<file path="src/hw/mdp_pkg.sv">
// Purpose: Shared constants and types for the MAC-side data port.
// Assumes: Core clock is the 25 MHz reference, period 40 ns.
// Notes: Timing counts are derived from times and the core clock period.
package mdp_pkg;

  // ==========================================================================
  // Timing
  localparam int MCLK_PERIOD_NS = 40;
  localparam int LINK_HALF_NS = 160;
  localparam int LINK_HALF_CYC = (LINK_HALF_NS + MCLK_PERIOD_NS - 1) / MCLK_PERIOD_NS;
  localparam int JAB_MS = 20;
  localparam int JAB_CYC = (JAB_MS * 1000000 + MCLK_PERIOD_NS - 1) / MCLK_PERIOD_NS;
  localparam int UNJAB_MS = 250;
  localparam int UNJAB_CYC = (UNJAB_MS * 1000000 + MCLK_PERIOD_NS - 1) / MCLK_PERIOD_NS;
  localparam int SQE_NS = 1000;
  localparam int SQE_CYC = SQE_NS / MCLK_PERIOD_NS;

  typedef logic [23:0] mdp_cnt_type;
  typedef logic [3:0] mdp_div_type;
  typedef logic [7:0] mdp_sqe_type;
  typedef logic [1:0] mdp_strap_type;
  localparam mdp_strap_type STRAP_WAIT = 2'h2;

  // ==========================================================================
  // Receive symbol kinds from the line decoder
  localparam int KIND_W = 3;
  localparam logic [2:0] K_DATA = 3'h0;
  localparam logic [2:0] K_PRE = 3'h1;
  localparam logic [2:0] K_SFD = 3'h2;
  localparam logic [2:0] K_SSD = 3'h3;
  localparam logic [2:0] K_ESD = 3'h4;
  localparam logic [2:0] K_IDLE = 3'h5;
  localparam logic [2:0] K_ERR = 3'h6;

  localparam logic [3:0] RXD_ERR = 4'hE;
  localparam logic [3:0] RXD_IDLE = 4'h0;
  localparam int RX_W = 7;
  localparam int FIFO_DEPTH = 16;

  // ==========================================================================
  // Synchronised pin vector positions
  localparam int PIN_W = 13;
  localparam int P_TXD = 0;
  localparam int P_TXEN = 4;
  localparam int P_TXER = 5;
  localparam int P_REF = 6;
  localparam int P_CAR = 7;
  localparam int P_STRAP = 8;
  localparam int P_SPD = 9;
  localparam int P_FD = 10;
  localparam int P_LINK = 11;
  localparam int P_ANEG = 12;

  typedef enum logic [1:0] {RX_IDLE, RX_CARRIER, RX_DATA} mdp_rx_state_type;

endpackage : mdp_pkg

</file>
<file path="src/hw/mdp_mac_data_port.sv">
// Purpose: MAC-facing data port of a 10/100 transceiver, nibble and di-bit modes.
// Assumes: Line decoder hands over classified receive symbols on the core clock.
// Notes: The link clock is derived from the core clock; REF_CLK is sampled.
`timescale 1ns/1ps

// ============================================================================
// Receive buffer
module mdp_fifo #(
  parameter int WIDTH = 7,
  parameter int DEPTH = 16
) (
  input wire logic i_mclk, // Core clock
  input wire logic i_nrst, // Async reset, active low
  input wire logic i_wr_valid, // Write request
  output logic o_wr_ready, // Room available
  input wire logic [WIDTH-1:0] i_wr_data, // Write word
  output logic o_rd_valid, // Word available
  input wire logic i_rd_ready, // Read accept
  output logic [WIDTH-1:0] o_rd_data // Head word
);
  localparam int AW = $clog2(DEPTH);
  logic [WIDTH-1:0] mem_q [DEPTH];
  logic [AW-1:0] wp_q;
  logic [AW-1:0] rp_q;
  logic [AW:0] cnt_q;
  logic [AW:0] cnt_d;
  wire push = i_wr_valid & o_wr_ready;
  wire pop = o_rd_valid & i_rd_ready;
  assign cnt_d = cnt_q + (AW+1)'(push) - (AW+1)'(pop);
  assign o_rd_valid = (cnt_q != '0);
  assign o_rd_data = mem_q[rp_q];

  always_ff @(posedge i_mclk) begin
    if (push) begin
      mem_q[wp_q] <= i_wr_data;
    end
  end

  always_ff @(posedge i_mclk or negedge i_nrst) begin
    if (!i_nrst) begin
      wp_q <= '0;
      rp_q <= '0;
      cnt_q <= '0;
      o_wr_ready <= 1'b0;
    end else begin
      wp_q <= push ? wp_q + AW'(1) : wp_q;
      rp_q <= pop ? rp_q + AW'(1) : rp_q;
      cnt_q <= cnt_d;
      o_wr_ready <= (cnt_d != (AW+1)'(DEPTH));
    end
  end
endmodule : mdp_fifo

module mdp_mac_data_port #(
  parameter int JAB_CYC = mdp_pkg::JAB_CYC,
  parameter int UNJAB_CYC = mdp_pkg::UNJAB_CYC
) (
  input wire logic i_mclk, // Core clock, reference input
  input wire logic i_nrst, // Async reset, active low
  input wire logic [3:0] i_txd, // Transmit data pins
  input wire logic i_txen, // Transmit enable pin
  input wire logic i_txer, // Transmit error pin
  input wire logic i_ref_clk, // Reduced-mode reference clock pin
  input wire logic i_strap_rmii, // Reduced-mode strap level
  input wire logic i_speed100, // Link speed 100 when high
  input wire logic i_full_duplex, // Full duplex when high
  input wire logic i_link_up, // Link established
  input wire logic i_aneg_en, // Auto-negotiation enabled
  input wire logic i_carrier, // Carrier detect from line
  input wire logic i_line_rx_valid, // Decoded receive symbol valid
  input wire logic [2:0] i_line_rx_kind, // Symbol kind
  input wire logic [3:0] i_line_rx_data, // Symbol data nibble
  output logic o_line_rx_ready, // Receive buffer has room
  output logic o_txc, // Transmit clock out
  output logic o_rxc, // Receive clock out
  output logic [3:0] o_rxd, // Receive data
  output logic o_rxdv, // Receive data valid
  output logic o_rxer, // Receive error
  output logic o_crs, // Carrier sense
  output logic o_col, // Collision
  output logic o_crs_dv, // Reduced-mode carrier and valid
  output logic o_line_tx_valid, // Transmit nibble pulse
  output logic [3:0] o_line_tx_data, // Transmit nibble
  output logic o_line_tx_err, // Send error code group
  output logic o_line_tx_en, // Line transmitter active
  output logic o_tx10_enabled, // 10BaseT transmitter not jabbered
  output logic o_rxc_from_line, // RXC uses recovered clock
  output logic o_rmii_mode // Reduced mode latched
);

  // ==========================================================================
  // Pin synchronisers
  logic [mdp_pkg::PIN_W-1:0] pin_s1_q;
  logic [mdp_pkg::PIN_W-1:0] pin_s2_q;
  wire [mdp_pkg::PIN_W-1:0] pin_raw = {i_aneg_en, i_link_up, i_full_duplex, i_speed100,
    i_strap_rmii, i_carrier, i_ref_clk, i_txer, i_txen, i_txd};
  genvar gi;
  generate
    for (gi = 0; gi < mdp_pkg::PIN_W; gi++) begin : g_sync
      always_ff @(posedge i_mclk or negedge i_nrst) begin
        if (!i_nrst) begin
          pin_s1_q[gi] <= 1'b0;
          pin_s2_q[gi] <= 1'b0;
        end else begin
          pin_s1_q[gi] <= pin_raw[gi];
          pin_s2_q[gi] <= pin_s1_q[gi];
        end
      end
    end
  endgenerate
  wire [3:0] txd_s = pin_s2_q[mdp_pkg::P_TXD +: 4];
  wire txen_s = pin_s2_q[mdp_pkg::P_TXEN];
  wire txer_s = pin_s2_q[mdp_pkg::P_TXER];
  wire ref_s = pin_s2_q[mdp_pkg::P_REF];
  wire car_s = pin_s2_q[mdp_pkg::P_CAR];
  wire ten = !pin_s2_q[mdp_pkg::P_SPD];
  wire fd_s = pin_s2_q[mdp_pkg::P_FD];

  // ==========================================================================
  // Strap capture after reset release
  logic [1:0] strap_cnt_q;
  logic rmii_q;
  always_ff @(posedge i_mclk or negedge i_nrst) begin
    if (!i_nrst) begin
      strap_cnt_q <= '0;
      rmii_q <= 1'b0;
    end else if (strap_cnt_q < mdp_pkg::STRAP_WAIT) begin
      strap_cnt_q <= strap_cnt_q + 2'h1;
    end else if (strap_cnt_q == mdp_pkg::STRAP_WAIT) begin
      // Counter parks past the capture point so the strap is taken once per reset
      strap_cnt_q <= strap_cnt_q + 2'h1;
      rmii_q <= pin_s2_q[mdp_pkg::P_STRAP];
    end
  end

  // ==========================================================================
  // Link clock: own divider in MII, sampled REF_CLK edges in reduced mode
  mdp_pkg::mdp_div_type div_q;
  logic clk_q;
  logic ref_p_q;
  wire div_end = (div_q == mdp_pkg::mdp_div_type'(mdp_pkg::LINK_HALF_CYC - 1));
  wire ref_rise = ref_s & !ref_p_q;
  wire tx_tick = rmii_q ? ref_rise : (div_end & !clk_q);
  wire rx_tick = rmii_q ? ref_rise : (div_end & clk_q);
  always_ff @(posedge i_mclk or negedge i_nrst) begin
    if (!i_nrst) begin
      div_q <= '0;
      clk_q <= 1'b0;
      ref_p_q <= 1'b0;
    end else begin
      div_q <= div_end ? '0 : div_q + mdp_pkg::mdp_div_type'(1);
      clk_q <= div_end ? !clk_q : clk_q;
      ref_p_q <= ref_s;
    end
  end
  assign o_txc = clk_q;
  assign o_rxc = clk_q;

  // ==========================================================================
  // Jabber and SQE
  mdp_pkg::mdp_cnt_type jcnt_q;
  mdp_pkg::mdp_sqe_type sqe_q;
  logic jab_q;
  logic txen_p_q;
  wire tx_fall = txen_p_q & !txen_s;
  wire tx_ok = !(ten & jab_q);
  always_ff @(posedge i_mclk or negedge i_nrst) begin
    if (!i_nrst) begin
      jab_q <= 1'b0;
      jcnt_q <= '0;
    end else if (!ten) begin
      jab_q <= 1'b0;
      jcnt_q <= '0;
    end else if (jab_q ? txen_s : !txen_s) begin
      jcnt_q <= '0;
    end else if (!jab_q && jcnt_q == mdp_pkg::mdp_cnt_type'(JAB_CYC)) begin
      jab_q <= 1'b1;
      jcnt_q <= '0;
    end else if (jab_q && jcnt_q == mdp_pkg::mdp_cnt_type'(UNJAB_CYC)) begin
      jab_q <= 1'b0;
      jcnt_q <= '0;
    end else begin
      jcnt_q <= jcnt_q + mdp_pkg::mdp_cnt_type'(1);
    end
  end
  always_ff @(posedge i_mclk or negedge i_nrst) begin
    if (!i_nrst) begin
      txen_p_q <= 1'b0;
      sqe_q <= '0;
      o_col <= 1'b0;
      o_tx10_enabled <= 1'b1;
    end else begin
      txen_p_q <= txen_s;
      if (tx_fall && ten && !jab_q) begin
        sqe_q <= mdp_pkg::mdp_sqe_type'(mdp_pkg::SQE_CYC);
      end else if (sqe_q != '0) begin
        sqe_q <= sqe_q - mdp_pkg::mdp_sqe_type'(1);
      end
      o_col <= !rmii_q & ((!fd_s & txen_s & car_s) | (ten & jab_q) | (sqe_q != '0));
      o_tx10_enabled <= tx_ok;
    end
  end

  // ==========================================================================
  // Transmit path
  logic tx_half_q;
  logic [1:0] tx_lo_q;
  always_ff @(posedge i_mclk or negedge i_nrst) begin
    if (!i_nrst) begin
      tx_half_q <= 1'b0;
      tx_lo_q <= '0;
      o_line_tx_valid <= 1'b0;
      o_line_tx_data <= '0;
      o_line_tx_err <= 1'b0;
      o_line_tx_en <= 1'b0;
    end else begin
      o_line_tx_valid <= 1'b0;
      o_line_tx_en <= txen_s & tx_ok;
      if (tx_tick && rmii_q) begin
        if (!txen_s) begin
          tx_half_q <= 1'b0;
        end else if (!tx_half_q) begin
          tx_lo_q <= txd_s[1:0];
          tx_half_q <= 1'b1;
        end else begin
          o_line_tx_valid <= tx_ok;
          o_line_tx_data <= {txd_s[1:0], tx_lo_q};
          o_line_tx_err <= 1'b0;
          tx_half_q <= 1'b0;
        end
      end else if (tx_tick) begin
        o_line_tx_valid <= txen_s & tx_ok;
        o_line_tx_data <= txd_s;
        o_line_tx_err <= txer_s & txen_s;
      end
    end
  end

  // ==========================================================================
  // Receive path
  logic rx_valid;
  logic [mdp_pkg::RX_W-1:0] rx_head;
  logic rx_half_q;
  mdp_pkg::mdp_rx_state_type st_q;
  mdp_pkg::mdp_rx_state_type st_d;
  logic crs_d;
  logic dv_d;
  logic er_d;
  wire [2:0] kind = rx_head[mdp_pkg::RX_W-1 -: mdp_pkg::KIND_W];
  wire [3:0] nib = (kind == mdp_pkg::K_ERR) ? mdp_pkg::RXD_ERR : rx_head[3:0];
  wire is_nib = (kind == mdp_pkg::K_DATA) | (kind == mdp_pkg::K_PRE) |
    (kind == mdp_pkg::K_SFD) | (kind == mdp_pkg::K_ERR);
  wire rx_take = rx_tick & rx_valid;
  wire rx_split = rmii_q & is_nib & !rx_half_q;
  wire [1:0] dibit = rx_half_q ? nib[3:2] : nib[1:0];
  wire show = dv_d | (kind == mdp_pkg::K_ERR);
  wire [3:0] rxd_d = !show ? mdp_pkg::RXD_IDLE : (rmii_q ? {2'h0, dibit} : nib);

  mdp_fifo #(.WIDTH(mdp_pkg::RX_W), .DEPTH(mdp_pkg::FIFO_DEPTH)) u_rx_fifo (
    .i_mclk(i_mclk),
    .i_nrst(i_nrst),
    .i_wr_valid(i_line_rx_valid),
    .o_wr_ready(o_line_rx_ready),
    .i_wr_data({i_line_rx_kind, i_line_rx_data}),
    .o_rd_valid(rx_valid),
    .i_rd_ready(rx_take & !rx_split),
    .o_rd_data(rx_head)
  );

  always_comb begin
    st_d = st_q;
    crs_d = o_crs;
    dv_d = o_rxdv;
    er_d = rx_tick ? 1'b0 : o_rxer;
    if (rx_take) begin
      case (kind)
        mdp_pkg::K_SSD: begin
          if (!ten) begin
            st_d = mdp_pkg::RX_CARRIER;
            crs_d = 1'b1;
          end
        end
        mdp_pkg::K_PRE: begin
          if (ten) begin
            st_d = mdp_pkg::RX_CARRIER;
            crs_d = 1'b1;
          end else if (st_q != mdp_pkg::RX_IDLE) begin
            st_d = mdp_pkg::RX_DATA;
            dv_d = 1'b1;
          end
        end
        mdp_pkg::K_SFD: begin
          if (st_q != mdp_pkg::RX_IDLE) begin
            st_d = mdp_pkg::RX_DATA;
            dv_d = 1'b1;
          end
        end
        mdp_pkg::K_ERR: begin
          er_d = 1'b1;
        end
        mdp_pkg::K_ESD: begin
          st_d = mdp_pkg::RX_IDLE;
          crs_d = 1'b0;
          dv_d = 1'b0;
        end
        mdp_pkg::K_IDLE: begin
          if (st_q != mdp_pkg::RX_IDLE) begin
            st_d = mdp_pkg::RX_IDLE;
            crs_d = 1'b0;
            dv_d = 1'b0;
            er_d = !ten;
          end
        end
        default: begin
        end
      endcase
    end
  end

  always_ff @(posedge i_mclk or negedge i_nrst) begin
    if (!i_nrst) begin
      st_q <= mdp_pkg::RX_IDLE;
      rx_half_q <= 1'b0;
      o_crs <= 1'b0;
      o_rxdv <= 1'b0;
      o_rxer <= 1'b0;
      o_rxd <= '0;
    end else begin
      st_q <= st_d;
      o_crs <= crs_d;
      o_rxdv <= dv_d;
      o_rxer <= er_d;
      if (rx_take) begin
        rx_half_q <= rx_split;
        o_rxd <= rxd_d;
      end else if (rmii_q && !o_crs_dv) begin
        o_rxd <= mdp_pkg::RXD_IDLE;
      end
    end
  end

  // ==========================================================================
  // Reduced-mode carrier/valid and RXC source
  always_ff @(posedge i_mclk or negedge i_nrst) begin
    if (!i_nrst) begin
      o_crs_dv <= 1'b0;
      o_rxc_from_line <= 1'b0;
    end else begin
      if (!rmii_q) begin
        o_crs_dv <= 1'b0;
      end else if (car_s) begin
        o_crs_dv <= 1'b1;
      end else if (rx_tick && !rx_valid) begin
        o_crs_dv <= 1'b0;
      end
      o_rxc_from_line <= ten ? (car_s | (st_q != mdp_pkg::RX_IDLE)) :
        (pin_s2_q[mdp_pkg::P_LINK] | pin_s2_q[mdp_pkg::P_ANEG]);
    end
  end
  assign o_rmii_mode = rmii_q;
endmodule : mdp_mac_data_port

</file>
<file path="config.mk">
export PLATFORM = sky130hd
export DESIGN_NAME = mdp_mac_data_port
export DESIGN_NICKNAME = d
export VERILOG_FILES = /design/src/hw/mdp_pkg.sv /design/src/hw/mdp_mac_data_port.sv
export SDC_FILE = /design/constraint.sdc
export NUM_CORES = 1
export LEC_CHECK = 0
export ABC_AREA = 1
export BUFFER_PORTS_ARGS = -buffer_cell sky130_fd_sc_hd__buf_2
export CAP_MARGIN = 20
export CORE_UTILIZATION = 60
export CTS_BUF_LIST = sky130_fd_sc_hd__clkbuf_4 sky130_fd_sc_hd__clkbuf_8
export DETAILED_ROUTE_END_ITERATION = 7
export PLACE_DENSITY = 0.85
export SYNTH_ARGS = -nofsm -noshare
export SYNTH_HDL_FRONTEND = slang
export SYNTH_HIERARCHICAL = 1
export SYNTH_SLANG_ARGS = --single-unit
</file>
<file path="constraint.sdc">
create_clock -name i_mclk -period 4.8 [get_ports i_mclk]
set_input_delay 0.48 -clock i_mclk [delete_from_list [all_inputs] [get_ports i_mclk]]
set_output_delay 0.48 -clock i_mclk [all_outputs]
set_load 0.05 [all_outputs]
</file>
==> results.md <==
* Simple-Gate Fraction of Synth Area at 24.36%
* Worst IR drop on VDD at 0.4888 mV
* Sink Count at 219
* Routed wire length at 22070 um
* Commonest non-fill, non-tap cell in the layout: nand2_1
* Final setup skew at just over 0.04 ns
* Total track usage at 26.36%
* Final core occ at between 60 and 70%
* Largest fanout on the critical path at 17
* Core footprint at 16520 um2
* Most frequent CP cell: inv_1
* GPL Wtd Cong at 0.9267
* Die W at 131.7 um
* First-pass GRT wire length at 36160 um
* Number of flops mapped to enable cells by yosys at 112
* Leak Pwr at 5.143 nW
* Most frequent cells in the layout: nand2_1, inv_1, nand3_1
* Crit path DAT at 4.32 ns
* Filler cells at 1225
* CP Cell Sequence: inv_1, nand3_1, nand3_1, nand2_1, inv_1, nand2_1, inv_1, nor3_1, a21oi_1, nand2_1, inv_1, ha_1, inv_1, ha_1, fa_1, xor2_1, nor3_1, nand3_1
* Met1 usage at 33.90%
* Largest cells by area after synthesis: edfxtp_1, dfrtp_1, nand2_1
* Worst skew pair latency at 0.54 ns
* Period utilization at about four fifths
* Synthesized cell area at 10090 um2
* Worst Hold Class: in -> async
* Post-layout min period at 3.908 ns
* Vias at 7511
* Nets at between 1000 and 1500
* Met3 Use GR at 4.321%
* Hold Buf Count CTS at 0
* Cts repair resizes at 0
* Synth Area in Adders at around 2.4%
* Gr busiest metal: met2
* Critical-path top delay cell: dfrtp_1
* CP max stage delay at 0.72 ns
* Pre-antenna DRT Iters at 5
* Layout cells sized above 1 at 13.79%
* Synth warn at 6
* Drt initial violations at about 770
* Area fraction in compound gates after synthesis at ~3.1%
* Yosys top cell area share at 33.35%
* Seq/Total Area, Yosys at 59.91%
* Antenna cells at 0
* Met2 usage at roughly 44%
* Post-synth ARST share at 48.86%
* Pwr dens at 537.6 nW/um2
* Dominant cell type by area after synthesis: edfxtp_1
* Initial antenna violation count at 0
* CTS tree: built
* Endpoints failing setup at 0
* Synthesized area per cell at 9.461 um2
* Flops & latches, synth at 219
* Critical path data required time at 5.21 ns
* Post-DP HPWL at about 15000 um
* Main combinational cell family by area after synthesis: simple AND/OR/NAND/NOR gates
* Layout area overhead at 11.16%
* Total CTS buffers at 36
* Crit end category: register
* Clk buf depth at 3
* Actual slew at the worst max-slew pin at 0.8390 ns
* Fin. max-slew vios at 0
* Htree depth at 2
* Die area at 17330 um2
* Number of global-route vias before repair at 7466
* Post-synth top flop: edfxtp_1
* Fmax at 255.9 MHz
* Total negative slack at 0 ns
* Port Buffers at 44
* Post-synthesis mux area share at 0.1985%
* Worst-path clk slew at approximately 0.060 ns
* DR DRC count at 0
* Cell Rows at between 40 and 50
* Synthesized Nets at 1108
* XOR/XNOR share of the synthesized area at 1.910%
* Cells after Synth at ~1100
* Slew headroom at a little over two fifths
* Startpoint types: register
* Routed WL per cell at 16.07 um
* Max Cap Viol at 0
* Die H at 131.7 um
* Flop-to-flop setup slack at a little under 0.9 ns
* # Post-CTS Setup Buffers at 0
* Kind of critical path: reg -> reg
* Largest net degree at the start of global routing at 64
* Initial core utilization at between 60% and 70%
* Post-route ant nets at 0
* Outcome: completed
* Top Ports at 45
* RSZ-0062 raised after global routing: false
* Hold WS at 0.04120 ns
* Vias/cell at around 5.5
* Synth cell types at 44
* Grt ovf at 0
* Clk root buf: clkbuf_8
* Fin. Hold Viols at 0
==> logic make-up (layout without fill, tap and decap cells) <==
group,Yosys count,in the layout
AO/OA/AOI/OAI,58,58
buffers and inverters,202,289
XOR/XNOR,22,22
adder cells (fa/ha/maj),19,19
multiplexers,2,2
AND/OR/NAND/NOR,544,544
flip-flops,219,219
==> per-stage QoR <==
| step | cell area [um2] | power, W | cells | setup WS [ns] |
|---|---|---|---|---|
| after global placement | 10470 | 0.004236 | 1308 | 1.219 |
| after global routing | 11210 | 0.006375 | 1373 | 0.6691 |
| final | 11210 | 0.006028 | 1373 | 0.8922 |
| after CTS | 11210 | 0.006016 | 1373 | 0.9547 |
| after floorplan | 10090 | 0.003878 | 1066 | 1.694 |
| after detailed placement | 10470 | 0.004335 | 1308 | 1.080 |
==> cells in the mapped netlist (all sizes together), types with 3 or more instances <==
cell / number
a21oi: 18
nand3: 132
edfxtp: 112
xnor2: 3
ha: 18
o21ai: 31
clkbuf: 3
buf: 24
nand4: 17
nor3: 29
inv: 174
xor2: 19
nor2: 95
dfrtp: 106
nand2: 265
==> critical path, delay by kind of cell (launching register included) <==
family                     cells  cell delay (ns)
and+or+nand+nor                8             1.05
buffers and inverters          5             0.77
AOI/OAI and AO/OA              1             0.10
xor gates and xnor gates       1             0.19
adders and majority gates      3             0.94
DFF                            1             0.72
==> worst paths after layout <==
check                                       endpoint  cells after the start              start
max in group asynchronous                  jcnt_q[4]                      2             i_nrst
worst max-delay path            u_rx_fifo/o_wr_ready                     18  u_rx_fifo/rp_q[2]
worst max register to register  u_rx_fifo/o_wr_ready                     18  u_rx_fifo/rp_q[2]
worst min register to register                 ref_s                      0        pin_s1_q[6]
min in group i_mclk                      pin_s1_q[5]                      1             i_txer
worst min-delay path                      jcnt_q[17]                      1             i_nrst
==> layer usage <==
metal	part of all wire [%]	vias to the layer above	wire, um
met2	49	310	10730
met5	0	-	0
met3	7.1	72	1561
met1	41	3568	8995
li1	-	3561	-
met4	3.5	0	780
==> sequential cells by signal, summed over array words and instances (netlist names), 5 cells and up <==
register,count
jcnt_q,24
sqe_q,8
u_rx_fifo/cnt_q,5
u_rx_fifo/mem_q,112
pin_s2_q,8
pin_s1_q,13
==> report_power, final <==
part | leakage (nW) | total (W) | switching [W] | internal, W
sequential | 2.35 | 0.00240 | 0.000158 | 0.00225
clock | 0.401 | 0.00164 | 0.000722 | 0.000922
combinational | 2.40 | 0.00198 | 0.00140 | 0.000581
total | 5.14 | 0.00603 | 0.00228 | 0.00375
==> final cells by class <==
class	count	area, um2	area share (%)
well taps	220	275.3	2.455
clock inverters	9	57.56	0.5133
inverters	175	656.9	5.859
multi-input cells	645	3231	28.81
clock buffers	56	689.4	6.149
repair buffers	49	260.3	2.321
flip-flops and latches	219	6042	53.89
No activity file was read; power rests on OpenSTA's default activity.
